==> config.mk <==
export PLATFORM = sky130hd
export DESIGN_NAME = led_a_pattern_timing_regs
export DESIGN_NICKNAME = d
export VERILOG_FILES = /design/src/led_a_regs_pkg.sv /design/src/led_a_pattern_timing_regs.sv
export SDC_FILE = /design/constraint.sdc
export NUM_CORES = 1
export LEC_CHECK = 0
export BUFFER_PORTS_ARGS = -buffer_cell sky130_fd_sc_hd__buf_2
export CAP_MARGIN = 20
export CORE_MARGIN = 2
export CORE_UTILIZATION = 52
export DETAILED_ROUTE_END_ITERATION = 8
export PLACE_DENSITY = 0.77
export SYNTH_ARGS = -nofsm -noshare
export SYNTH_HDL_FRONTEND = slang
export SYNTH_SLANG_ARGS = --single-unit
==> constraint.sdc <==
create_clock -name clk_i -period 2.4 [get_ports clk_i]
set_input_delay 0.48 -clock clk_i [delete_from_list [all_inputs] [get_ports clk_i]]
set_output_delay 0.48 -clock clk_i [all_outputs]
set_load 0.01 [all_outputs]
==> src/led_a_regs_pkg.sv <==
package led_a_regs_pkg;

  // Bus geometry: byte address, 32-bit data, one byte lane in use
  localparam int ADR_W = 10;
  localparam int DAT_W = 32;
  localparam int SEL_W = 4;

  // Register indices; byte address is four times the index
  localparam logic [7:0] IDX_LEVEL_RAMP = 8'h47;
  localparam logic [7:0] IDX_PHASE1 = 8'h48;
  localparam logic [7:0] IDX_PHASE2 = 8'h49;
  localparam logic [7:0] IDX_PHASE3 = 8'h4a;
  localparam logic [7:0] IDX_PHASE4 = 8'h4b;
  localparam logic [7:0] IDX_DUTY = 8'h4d;
  localparam logic [7:0] IDX_STATUS = 8'h7f;

  // Field positions in the level/ramp register; phase length and duty widths
  localparam int RAMP_BIT = 5;
  localparam int LEVEL_LSB = 0;
  localparam int LEVEL_W = 4;
  localparam int LEN_W = 7;
  localparam int DUTY_W = 5;

  // Reset values, and the full duty code
  localparam logic [LEVEL_W-1:0] LEVEL_RST = 4'h0;
  localparam logic [LEN_W-1:0] LEN_RST = 7'h00;
  localparam logic [DUTY_W-1:0] DUTY_RST = 5'h00;
  localparam logic [DUTY_W-1:0] DUTY_FULL = 5'h1f;

  // Timing: clock rate and documented times in their own units
  localparam int unsigned CLK_KHZ = 125000;
  localparam int unsigned PHASE_UNIT_MS = 64;
  localparam int unsigned PWM_PERIOD_US = 8000;
  localparam int unsigned PWM_SLOTS = 32;
  localparam int unsigned TICK64_CYC = PHASE_UNIT_MS * CLK_KHZ;
  localparam int unsigned SLOT_CYC =
    (PWM_PERIOD_US / PWM_SLOTS) * (CLK_KHZ / 1000);

  // Level and ramp fields carried together
  typedef struct packed {
    logic ramp_on;
    logic [LEVEL_W-1:0] sink_level;
  } level_ctrl_t;

  // Pattern phases, one-hot
  typedef enum logic [3:0] {
    PH1 = 4'b0001,
    PH2 = 4'b0010,
    PH3 = 4'b0100,
    PH4 = 4'b1000
  } phase_t;

endpackage : led_a_regs_pkg

==> src/led_a_pattern_timing_regs.sv <==
// Overview of operation
// - Reserved bits read zero, ignore writes
// - Bit 5 enables ramping when set
// - Low four bits hold sink current code
// - Phase one lasts code times 64 ms
// - Phase two lasts code times 64 ms
// - Phase three lasts code times 64 ms
// - Phase four lasts code times 64 ms
// - Power-on reset clears every writable register
// - Drive output duty (code+1)/32 of 8 ms
module led_a_pattern_timing_regs
  import led_a_regs_pkg::*;
#(
  parameter int unsigned TICK_CYC = TICK64_CYC,
  parameter int unsigned PWM_SLOT_CYC = SLOT_CYC
) (
  input wire logic clk_i,
  input wire logic rst_i,
  input wire logic cyc_i,
  input wire logic stb_i,
  input wire logic we_i,
  input wire logic [ADR_W-1:0] adr_i,
  input wire logic [SEL_W-1:0] sel_i,
  input wire logic [DAT_W-1:0] dat_i,
  output logic [DAT_W-1:0] dat_o,
  output logic ack_o,
  output logic [LEVEL_W-1:0] chan_a_sink_level_o,
  output logic chan_a_ramp_on_o,
  output logic [3:0] phase_o,
  output logic chan_a_drive_out_o
);

  // Stored register contents
  level_ctrl_t ctrl_q; // Level code and ramp enable
  logic [LEN_W-1:0] len1_q; // Phase one length in 64 ms units
  logic [LEN_W-1:0] len2_q; // Phase two length
  logic [LEN_W-1:0] len3_q; // Phase three length
  logic [LEN_W-1:0] len4_q; // Phase four length
  logic [DUTY_W-1:0] duty_q; // Drive duty code

  // Bus handshake state
  logic ack_q; // Registered acknowledge
  logic [DAT_W-1:0] rdata_q; // Registered read data
  logic req; // Live request, not yet answered
  logic wr_en; // Write strobe for the low byte lane

  // Sequencer state
  phase_t phase_q; // Current pattern phase
  logic [LEN_W-1:0] cnt_q; // Ticks left in the current phase
  logic [31:0] pre_q; // Prescaler toward one 64 ms tick

  // Drive waveform state
  logic [31:0] slot_pre_q; // Prescaler toward one 250 us slot
  logic [DUTY_W-1:0] slot_q; // Slot index within the 8 ms period
  logic drive_q; // Registered drive output

  // True when the byte address selects the given register index
  function automatic logic hit(input logic [ADR_W-1:0] a,
                               input logic [7:0] idx);
    hit = (a[ADR_W-1:2] == idx);
  endfunction : hit

  // Length programmed for a phase
  function automatic logic [LEN_W-1:0] phase_len(input phase_t p);
    unique case (p)
      PH1: phase_len = len1_q;
      PH2: phase_len = len2_q;
      PH3: phase_len = len3_q;
      PH4: phase_len = len4_q;
      default: phase_len = len1_q;
    endcase
  endfunction : phase_len

  // Phase that follows the given one; illegal codes restart at one
  function automatic phase_t next_phase(input phase_t p);
    unique case (p)
      PH1: next_phase = PH2;
      PH2: next_phase = PH3;
      PH3: next_phase = PH4;
      PH4: next_phase = PH1;
      default: next_phase = PH1;
    endcase
  endfunction : next_phase

  // A request is live until it has been acknowledged once
  assign req = cyc_i & stb_i & ~ack_q;
  // Only lane 0 carries data; other lanes are ignored
  assign wr_en = req & we_i & sel_i[0];

  // Acknowledge one cycle after the request, drop it the next cycle
  always_ff @(posedge clk_i) begin
    if (rst_i) begin
      ack_q <= 1'b0;
    end else begin
      ack_q <= req;
    end
  end

  // Level and ramp register; reserved bits are simply not stored
  always_ff @(posedge clk_i) begin
    if (rst_i) begin
      ctrl_q.ramp_on <= 1'b0;
      ctrl_q.sink_level <= LEVEL_RST;
    end else if (wr_en && hit(adr_i, IDX_LEVEL_RAMP)) begin
      ctrl_q.ramp_on <= dat_i[RAMP_BIT];
      ctrl_q.sink_level <= dat_i[LEVEL_LSB +: LEVEL_W];
    end
  end

  // Phase length registers; bit 7 is reserved and dropped
  always_ff @(posedge clk_i) begin
    if (rst_i) begin
      len1_q <= LEN_RST;
      len2_q <= LEN_RST;
      len3_q <= LEN_RST;
      len4_q <= LEN_RST;
    end else if (wr_en) begin
      // Write only the addressed register
      if (hit(adr_i, IDX_PHASE1)) begin
        len1_q <= dat_i[LEN_W-1:0];
      end
      if (hit(adr_i, IDX_PHASE2)) begin
        len2_q <= dat_i[LEN_W-1:0];
      end
      if (hit(adr_i, IDX_PHASE3)) begin
        len3_q <= dat_i[LEN_W-1:0];
      end
      if (hit(adr_i, IDX_PHASE4)) begin
        len4_q <= dat_i[LEN_W-1:0];
      end
    end
  end

  // Duty code register; bits above the code are reserved
  always_ff @(posedge clk_i) begin
    if (rst_i) begin
      duty_q <= DUTY_RST;
    end else if (wr_en && hit(adr_i, IDX_DUTY)) begin
      duty_q <= dat_i[DUTY_W-1:0];
    end
  end

  // Read data, captured with the acknowledge; unmapped reads give zero
  always_ff @(posedge clk_i) begin
    if (rst_i) begin
      rdata_q <= '0;
    end else if (req && !we_i) begin
      rdata_q <= '0;
      if (hit(adr_i, IDX_LEVEL_RAMP)) begin
        rdata_q[RAMP_BIT] <= ctrl_q.ramp_on;
        rdata_q[LEVEL_LSB +: LEVEL_W] <= ctrl_q.sink_level;
      end
      if (hit(adr_i, IDX_PHASE1)) begin
        rdata_q[LEN_W-1:0] <= len1_q;
      end
      if (hit(adr_i, IDX_PHASE2)) begin
        rdata_q[LEN_W-1:0] <= len2_q;
      end
      if (hit(adr_i, IDX_PHASE3)) begin
        rdata_q[LEN_W-1:0] <= len3_q;
      end
      if (hit(adr_i, IDX_PHASE4)) begin
        rdata_q[LEN_W-1:0] <= len4_q;
      end
      if (hit(adr_i, IDX_DUTY)) begin
        rdata_q[DUTY_W-1:0] <= duty_q;
      end
      // Status: live phase and drive level, read only
      if (hit(adr_i, IDX_STATUS)) begin
        rdata_q[4:0] <= {drive_q, phase_q};
      end
    end
  end

  // Phase sequencer: a phase ends when its tick count reaches zero.
  // The prescaler restarts at each phase entry, so a phase of code N
  // lasts exactly N ticks plus one cycle for the hand-over.
  always_ff @(posedge clk_i) begin
    if (rst_i) begin
      phase_q <= PH1;
      cnt_q <= LEN_RST;
      pre_q <= '0;
    end else if (cnt_q == '0) begin
      // Reload from the next phase's register on entry
      phase_q <= next_phase(phase_q);
      cnt_q <= phase_len(next_phase(phase_q));
      pre_q <= '0;
    end else if (pre_q == TICK_CYC - 1) begin
      // One 64 ms unit has elapsed
      pre_q <= '0;
      cnt_q <= cnt_q - 7'h1;
    end else begin
      pre_q <= pre_q + 32'h1;
    end
  end

  // Slot timer: 32 slots of 250 us make the 8 ms drive period
  always_ff @(posedge clk_i) begin
    if (rst_i) begin
      slot_pre_q <= '0;
      slot_q <= '0;
    end else if (slot_pre_q == PWM_SLOT_CYC - 1) begin
      slot_pre_q <= '0;
      slot_q <= slot_q + 5'h1; // Wraps after 32 slots
    end else begin
      slot_pre_q <= slot_pre_q + 32'h1;
    end
  end

  // High for slots 0..code, so code+1 of 32; all ones never goes low
  always_ff @(posedge clk_i) begin
    if (rst_i) begin
      drive_q <= 1'b0;
    end else begin
      drive_q <= (slot_q <= duty_q);
    end
  end

  // Outputs straight from flip-flops
  assign dat_o = rdata_q;
  assign ack_o = ack_q;
  assign chan_a_sink_level_o = ctrl_q.sink_level;
  assign chan_a_ramp_on_o = ctrl_q.ramp_on;
  assign phase_o = phase_q;
  assign chan_a_drive_out_o = drive_q;

  // Reads never show bits 7 and up of any register
  property p_resv_zero;
    @(posedge clk_i) disable iff (rst_i)
      ack_o && !we_i |-> dat_o[31:8] == '0 && !dat_o[7];
  endproperty
  a_resv_zero: assert property (p_resv_zero)
    else $error("reserved read bits not zero");

  // A low-byte write to the level register loads the ramp enable from bit 5
  property p_ramp_write;
    @(posedge clk_i) disable iff (rst_i)
      wr_en && hit(adr_i, IDX_LEVEL_RAMP)
      |=> chan_a_ramp_on_o == $past(dat_i[RAMP_BIT]);
  endproperty
  a_ramp_write: assert property (p_ramp_write)
    else $error("ramp enable did not follow write");

  // Level code follows the write and holds through the ack
  property p_level_write;
    @(posedge clk_i) disable iff (rst_i)
      wr_en && hit(adr_i, IDX_LEVEL_RAMP)
      |=> chan_a_sink_level_o == $past(dat_i[3:0])
          ##1 $stable(chan_a_sink_level_o);
  endproperty
  a_level_write: assert property (p_level_write)
    else $error("sink level did not follow write");

  // Phase one begins with its full programmed count
  property p_ph1_load;
    @(posedge clk_i) disable iff (rst_i)
      $changed(phase_q) && phase_q == PH1 |-> cnt_q == $past(len1_q);
  endproperty
  a_ph1_load: assert property (p_ph1_load)
    else $error("phase one count not loaded");

  // Phase two begins with its full programmed count
  property p_ph2_load;
    @(posedge clk_i) disable iff (rst_i)
      $rose(phase_q[1]) |-> cnt_q == $past(len2_q);
  endproperty
  a_ph2_load: assert property (p_ph2_load)
    else $error("phase two count not loaded");

  // Phase three follows two and loads its own count
  property p_ph3_load;
    @(posedge clk_i) disable iff (rst_i)
      $rose(phase_q[2]) |-> $past(phase_q) == PH2
                            && cnt_q == $past(len3_q);
  endproperty
  a_ph3_load: assert property (p_ph3_load)
    else $error("phase three entry wrong");

  // Phase four loads its count; a nonzero count holds the phase
  property p_ph4_hold;
    @(posedge clk_i) disable iff (rst_i)
      $rose(phase_q[3]) && cnt_q != '0 |-> cnt_q == $past(len4_q)
                                         ##1 phase_q == PH4;
  endproperty
  a_ph4_hold: assert property (p_ph4_hold)
    else $error("phase four not held");

  // Reset leaves every writable register cleared
  property p_reset_clear;
    @(posedge clk_i)
      rst_i |=> ctrl_q == '0 && len1_q == '0 && len2_q == '0
                && len3_q == '0 && len4_q == '0 && duty_q == '0;
  endproperty
  a_reset_clear: assert property (p_reset_clear)
    else $error("registers not cleared by reset");

  // Full duty code keeps the drive high
  property p_duty_full;
    @(posedge clk_i) disable iff (rst_i)
      duty_q == DUTY_FULL ##1 duty_q == DUTY_FULL |-> chan_a_drive_out_o;
  endproperty
  a_duty_full: assert property (p_duty_full)
    else $error("drive low with full duty code");

  // Drive level matches the slot compared with the duty code; the
  // edge that releases reset starts no attempt, as drive was cleared
  property p_duty_slot;
    @(posedge clk_i) disable iff (rst_i)
      !rst_i |=> chan_a_drive_out_o == ($past(slot_q) <= $past(duty_q));
  endproperty
  a_duty_slot: assert property (p_duty_slot)
    else $error("drive level disagrees with slot");

  // A phase only ends when its count is exhausted
  property p_phase_exit;
    @(posedge clk_i) disable iff (rst_i)
      cnt_q != '0 |=> $stable(phase_q);
  endproperty
  a_phase_exit: assert property (p_phase_exit)
    else $error("phase left with ticks remaining");

  // A low-byte write to phase one's length lands on the next edge
  property p_len1_write;
    @(posedge clk_i) disable iff (rst_i)
      wr_en && hit(adr_i, IDX_PHASE1)
      |=> len1_q == $past(dat_i[LEN_W-1:0]);
  endproperty
  a_len1_write: assert property (p_len1_write)
    else $error("phase one length did not follow write");

  // A phase entered with a zero count hands over on the next edge
  property p_zero_phase;
    @(posedge clk_i) disable iff (rst_i)
      $changed(phase_q) && cnt_q == '0
      |=> phase_q != $past(phase_q);
  endproperty
  a_zero_phase: assert property (p_zero_phase)
    else $error("zero-length phase held too long");

  // Reading phase four's register returns the stored length
  property p_len4_read;
    @(posedge clk_i) disable iff (rst_i)
      ack_o && !we_i && hit(adr_i, IDX_PHASE4)
      |-> dat_o[LEN_W-1:0] == $past(len4_q);
  endproperty
  a_len4_read: assert property (p_len4_read)
    else $error("phase four length read back wrong");

endmodule : led_a_pattern_timing_regs

* Yosys cells after proc, flatten, opt, wreduce, memory -nomap -nowiden
Index checks and enable logic that the tools add are counted.
** Storage, ports and cells
- Output and inout bits :: 43
- Bits of input ports :: 51
- Logic and storage cells :: 66
- Bits in registers :: 127
** Operators by class
- Bitwise operators :: 5
- Equal/unequal tests :: 15
- $lt $le $gt $ge :: 1
- Reductions and logical operators :: 12
- Multiplexer cells :: 14
- Add/subtract/negate cells :: 4
** Operator list (number)
- $add A32 B1 Y32 const B :: 2
- $eq A8 B7 Y1 const B :: 7
- $mux W7 :: 6
- $eq A32 B15 Y1 const B :: 1
- $eq A32 B23 Y1 const B :: 1
- $pmux W7 S3 :: 1
- $mux W4 :: 3
- $pmux W4 S3 :: 1
- $mux W5 :: 2
- $eq A4 B2 Y1 const B :: 2
- $eq A4 B3 Y1 const B :: 2
- $reduce_and A2 Y1 :: 4
- $logic_not A7 Y1 :: 1
- $sub A7 B1 Y7 const B :: 1
- $add A5 B1 Y5 const B :: 1
- $le A5 B5 Y1 :: 1
- $and A1 B1 Y1 :: 4
- $eq A4 B1 Y1 const B :: 1
- $eq A4 B4 Y1 const B :: 1
- $logic_and A1 B1 Y1 :: 3
- $reduce_or A3 Y1 :: 1
- $reduce_bool A2 Y1 :: 1
- $reduce_or A2 Y1 :: 1
- $logic_not A1 Y1 :: 1
- other kinds (2) :: 2

* Logic depth before layout (Yosys ltp)
- Depth in word-level cells :: 8
- Gate-level depth with buffers :: 9
- Mapped depth without buffers :: 7

* Least setup slack after synthesis
OpenSTA, ideal clock, no wires.
- Path type :: input to register
- From :: input adr_i[6]
- To :: register rdata_q[5], in the netlist dat_o[5]
- Arrival time :: 2.145 ns
- Required time :: 2.283 ns
- Setup time :: 0.117 ns
- Setup slack :: 0.138 ns
- Path buffers :: 2
- Cell stages on the path :: 6
- Cells stage by stage :: or4b_1 clkbuf_1 or2_2 clkbuf_1 or3_1 a32o_1
** Between the ends
- Cells in the longest elaborated chain, start to end :: 6
- Elaborated cells on any way between the ends :: 10
- Classes of those cells :: eq/ne (5); mux (5)
** RTL lines
- from (decl) :: RTL line led_a_pattern_timing_regs.sv:22 : input wire logic [ADR_W-1:0] adr_i,
- $eq A8 B7 Y1 :: RTL line led_a_pattern_timing_regs.sv:60 : hit = (a[ADR_W-1:2] == idx);
- $mux W1 :: RTL line led_a_pattern_timing_regs.sv:149 : if (hit(adr_i, IDX_LEVEL_RAMP)) begin
- $mux W7 :: RTL line led_a_pattern_timing_regs.sv:153 : if (hit(adr_i, IDX_PHASE1)) begin
- $mux W7 :: RTL line led_a_pattern_timing_regs.sv:156 : if (hit(adr_i, IDX_PHASE2)) begin
- $mux W7 :: RTL line led_a_pattern_timing_regs.sv:159 : if (hit(adr_i, IDX_PHASE3)) begin
- $mux W7 (*) :: RTL line led_a_pattern_timing_regs.sv:162 : if (hit(adr_i, IDX_PHASE4)) begin
- to (signal, indexed assignment) :: RTL line led_a_pattern_timing_regs.sv:154 : rdata_q[LEN_W-1:0] <= len1_q;
- to (signal, indexed assignment) :: RTL line led_a_pattern_timing_regs.sv:157 : rdata_q[LEN_W-1:0] <= len2_q;
- to (signal, indexed assignment) :: RTL line led_a_pattern_timing_regs.sv:160 : rdata_q[LEN_W-1:0] <= len3_q;
- to (decl) :: RTL line led_a_pattern_timing_regs.sv:43 : logic [DAT_W-1:0] rdata_q;
Every way passes the cells marked *; elsewhere a longest branch is shown, timed or not.
A chain may end at the register's enable or synchronous reset.

* Worst setup path in the final report
- From :: register pre_q[26]
- To :: register cnt_q[5]
** Between the ends
- Cells in the longest elaborated chain, start to end :: 2
** RTL lines
- from (decl) :: RTL line led_a_pattern_timing_regs.sv:50 : logic [31:0] pre_q;
- from (signal assigned) :: RTL line led_a_pattern_timing_regs.sv:193 : pre_q <= pre_q + 32'h1;
- $eq A32 B23 Y1 :: RTL line led_a_pattern_timing_regs.sv:188 : end else if (pre_q == TICK_CYC - 1) begin
- $reduce_bool A2 Y1 (no source line)
- to (signal assigned) :: RTL line led_a_pattern_timing_regs.sv:186 : cnt_q <= phase_len(next_phase(phase_q));
- to (signal assigned) :: RTL line led_a_pattern_timing_regs.sv:191 : cnt_q <= cnt_q - 7'h1;
- to (decl) :: RTL line led_a_pattern_timing_regs.sv:49 : logic [LEN_W-1:0] cnt_q;
Every way passes these cells.

==> flow_summary.ini <==
[synth]
synth.area.top_cells = sky130_fd_sc_hd__dfxtp_1 40%, sky130_fd_sc_hd__nor2_1 7.4%, sky130_fd_sc_hd__mux2i_1 7.0%, sky130_fd_sc_hd__xor2_1 5.1%, sky130_fd_sc_hd__xnor2_1 3.6%
synth-seq-cells = 127
post_synth_num_cell_types = 66
ys.flop_type = sky130_fd_sc_hd__dfxtp_1
synth_area_per_cell_um2 = 8.82
yosysWarningCount = 0
asyncSetResetFlopFracSynth_pct = 0
mappedNetlistArea_mm2 = 0.00641
post-synth-top-area-cell = sky130_fd_sc_hd__dfxtp_1
yosysSeqAreaShare_pct = 39.7
synth_edf_count = 0
netlist.area_leader.share_pct = 39.7
postSynthCellCount = 726

[timing]
final.min_clock_period_ns = 2.20
max_freq_mhz = 454
min_period_over_period_pct = 91.9
final.setup.tns_ns = 0
drv_slew = 0
layout_setup_ws_ns = 0.196
tightestPinTransition_ns = 0.956
unrepaired_setup_endpoints_after_global_routing = no
setup_viol = 0
hold_viol = 0
clock_skew_ns = 0.00664
relative_slew_margins_pct = 35.7

[place]
post_dp_cell_area_mm2 = 0.00674
io_buffers = 38
gp_routability_congestion = 0.855
detailedPlacementHpwl_um = 10400
dpl_worst_slack_ns = 0.173

[setup_path]
crit_family = simple AND/OR/NAND/NOR gates
crit_slowest_cell = sky130_fd_sc_hd__or4b_4
timing.critical_path.from_type = flop
crit_chain = or4b_4 -> or3_4 -> or2_4 -> or4_1 -> a31oi_1
worstSetupPathType = reg2reg
timing.critical_path.buf_inv = 0
cp.required_ns = 2.75
cp.arrival_ns = 2.55
critical_path.max_fanout = 5
nature_of_the_critical_path_endpoint = flop
timing.critical_path.slowest_cell_delay_ns = 0.56

[grt]
grt_usage_pct = 23.7
first_global_vias = 5243
wire_length_of_the_first_global_routing_pass_um = 25000
initial_antenna_violation_count = 0
maximum_number_of_pins_on_one_net_before_global_route_repair = 33
grt_ovf = 0

[route]
final_antenna_net_count = 0
avgRoutedWirePerCell_um = 16.0
drc = 0
detailedRoute.firstIterationViolations = 440
total_via_count_in_the_routed_design = 5377
drt_pre_antenna_iters = 4
vias_per_cell = 5.77
route.final.wire_length_um = 14900

[clocking]
cts_post_setup_buffers_inserted = 0
clock_tree.buffer_depth = 2
worst_setup_hold_path_clk_slew_ns = 0.06
post_cts.resized_instances = 0
cts.sink_count = 127
clk_latency_ns = 0.42
numCtsBuffers = 17
cts-root-buf = sky130_fd_sc_hd__clkbuf_16
tritoncts = done
cts.hold.buffers_added = 0
ctsHtreeMaxLevel = 4

[floorplanning]
dieWidth_um = 115
area_of_the_core_mm2 = 0.0120
die_extent_in_y_um = 115
io_pins = 94
die_area_mm2 = 0.0132
floorplan.initialDensity_pct = 53.3
floorplan.rows = 40

[layout]
post_route_cells_drive_above_1_share_pct = 15.7
area.growth.synth_to_final_pct = 15.1
nNetsFinal = 833
n_antenna_cell = 0
finalInstanceArea_mm2 = 0.00737

[pwr]
irDropWorstVdd_v = 0.000655
power_density_mw_per_mm2 = 777
static-leakage-power_uw = 0.00301

[run_status]
status = finished clean

[hold_path]
min_path_type = in2reg

[job]
cap_viol_max_count = 0
cells by family (layout without fill, tap and decap cells):
family	Yosys count	after routing	synth area share [%]
other	1	25	0.0585
AOI/OAI and AO/OA	79	79	9.20
adders and majority gates	10	10	1.95
DFF	127	127	39.7
xor gates and xnor gates	63	63	8.61
buffers and inverters	77	112	6.43
muxes	50	50	8.26
and+or+nand+nor	319	319	25.8
synth_stat cells, types with 5 or more instances:
| library cell | n |
|---|---|
| sky130_fd_sc_hd__nand4_1 | 24 |
| sky130_fd_sc_hd__nand3b_1 | 6 |
| sky130_fd_sc_hd__a32oi_1 | 6 |
| sky130_fd_sc_hd__a21oi_1 | 10 |
| sky130_fd_sc_hd__xnor2_1 | 26 |
| sky130_fd_sc_hd__mux2i_1 | 45 |
| sky130_fd_sc_hd__nor2_1 | 126 |
| sky130_fd_sc_hd__nand3_1 | 34 |
| sky130_fd_sc_hd__nand2_1 | 33 |
| sky130_fd_sc_hd__inv_1 | 17 |
| sky130_fd_sc_hd__o21ai_0 | 18 |
| sky130_fd_sc_hd__nand4b_1 | 5 |
| sky130_fd_sc_hd__xor2_1 | 37 |
| sky130_fd_sc_hd__buf_2 | 6 |
| sky130_fd_sc_hd__and3_1 | 13 |
| sky130_fd_sc_hd__a221oi_1 | 5 |
| sky130_fd_sc_hd__dfxtp_1 | 127 |
| sky130_fd_sc_hd__a22o_1 | 7 |
| sky130_fd_sc_hd__clkbuf_1 | 23 |
| sky130_fd_sc_hd__a2bb2oi_1 | 5 |
| sky130_fd_sc_hd__ha_1 | 10 |
| sky130_fd_sc_hd__buf_4 | 26 |
| sky130_fd_sc_hd__nor3_1 | 13 |
| sky130_fd_sc_hd__nor4_1 | 16 |
| sky130_fd_sc_hd__a32o_1 | 7 |
| sky130_fd_sc_hd__and4_1 | 6 |
| sky130_fd_sc_hd__nor2b_1 | 6 |
worst min-delay path: stages:
cell and delay, ns:
sky130_fd_sc_hd__buf_2 0.12, sky130_fd_sc_hd__mux2i_1 0.07, sky130_fd_sc_hd__nor2_1 0.08
state kept, by name, indices dropped and copies added (netlist names):
register and flops:
ack_o 1, chan_a_drive_out_o 1, chan_a_ramp_on_o 1, chan_a_sink_level_o 4, cnt_q 7, dat_o 7, duty_q 5, len1_q 7
len2_q 7, len3_q 7, len4_q 7, phase_o 4, pre_q 32, slot_pre_q 32, slot_q 5
per-stage QoR:
stage	instances	power [uW]	util [%]	hold slack (ns)
after global placement	900	2980	56.1	0.435
after CTS	932	5750	61.4	0.343
after global routing	932	5960	61.4	0.346
final	932	5730	61.4	0.362
after floorplan	750	2790	-	0.430
after detailed placement	900	3000	56.1	0.453
layout by cell type, fill, tap and decap left out, types with 4 or more instances in the layout:
cell	synthesis	final
sky130_fd_sc_hd__nand4b_1	5	5
sky130_fd_sc_hd__xnor2_1	26	26
sky130_fd_sc_hd__a22o_1	7	7
sky130_fd_sc_hd__or3_1	4	4
sky130_fd_sc_hd__a32o_1	7	7
sky130_fd_sc_hd__clkbuf_16	0	17
sky130_fd_sc_hd__nor2b_1	6	6
sky130_fd_sc_hd__a32oi_1	6	6
sky130_fd_sc_hd__and3_1	13	13
sky130_fd_sc_hd__nor4_1	16	16
sky130_fd_sc_hd__nor2_1	126	126
sky130_fd_sc_hd__a21bo_2	4	4
sky130_fd_sc_hd__a2bb2oi_1	5	5
sky130_fd_sc_hd__ha_1	10	10
sky130_fd_sc_hd__conb_1	1	25
sky130_fd_sc_hd__buf_2	6	38
sky130_fd_sc_hd__nand2_1	33	33
sky130_fd_sc_hd__dfxtp_1	127	127
sky130_fd_sc_hd__clkinvlp_4	0	4
sky130_fd_sc_hd__and4_1	6	6
sky130_fd_sc_hd__or2_2	4	4
sky130_fd_sc_hd__mux2i_1	45	45
sky130_fd_sc_hd__inv_1	17	17
sky130_fd_sc_hd__buf_4	26	23
sky130_fd_sc_hd__o22a_1	4	4
sky130_fd_sc_hd__a221oi_1	5	5
sky130_fd_sc_hd__nand4_1	24	24
sky130_fd_sc_hd__xor2_1	37	37
sky130_fd_sc_hd__nand3b_1	6	6
sky130_fd_sc_hd__bufinv_16	0	4
sky130_fd_sc_hd__a21oi_1	10	10
sky130_fd_sc_hd__o21ai_0	18	18
sky130_fd_sc_hd__nor3_1	13	13
sky130_fd_sc_hd__nand3_1	34	34
layout make-up:
cell class | instances | area, um2
repair buffers | 63 | 403
multi-input cells | 546 | 3540
clock buffers | 19 | 453
clock inverters | 13 | 186
inverters | 17 | 63.8
fillers | 1014 | 4640
well taps | 147 | 184
flip-flops and latches | 127 | 2540
report_power, final:
part	switching, uW	total, uW	internal [uW]
Clock	969	2760	1790
Sequential	82.7	2240	2160
Combinational	457	725	267
Total	1510	5730	4220
routing by layer:
metal | share of wire, % | up-vias | GRT usage, % | routed length, um
li1 | - | 2618 | - | -
met5 | 0 | - | 0 | 0
met2 | 49 | 160 | 38.9 | 7230
met4 | 2.1 | 0 | 9.24 | 310
met1 | 44 | 2570 | 29.9 | 6590
met3 | 5.2 | 29 | 6.27 | 768
path summary, 6_finish.rpt:
kind	cells past startpoint	start	slack, ns	endpoint
min reg2reg	1	dat_o[4]	0.47	dat_o[4]
max	5	pre_q[26]	0.20	cnt_q[5]
max reg2reg	5	pre_q[26]	0.20	cnt_q[5]
min	3	dat_i[6]	0.36	len4_q[6]
Power figures use the tool's default switching activity.
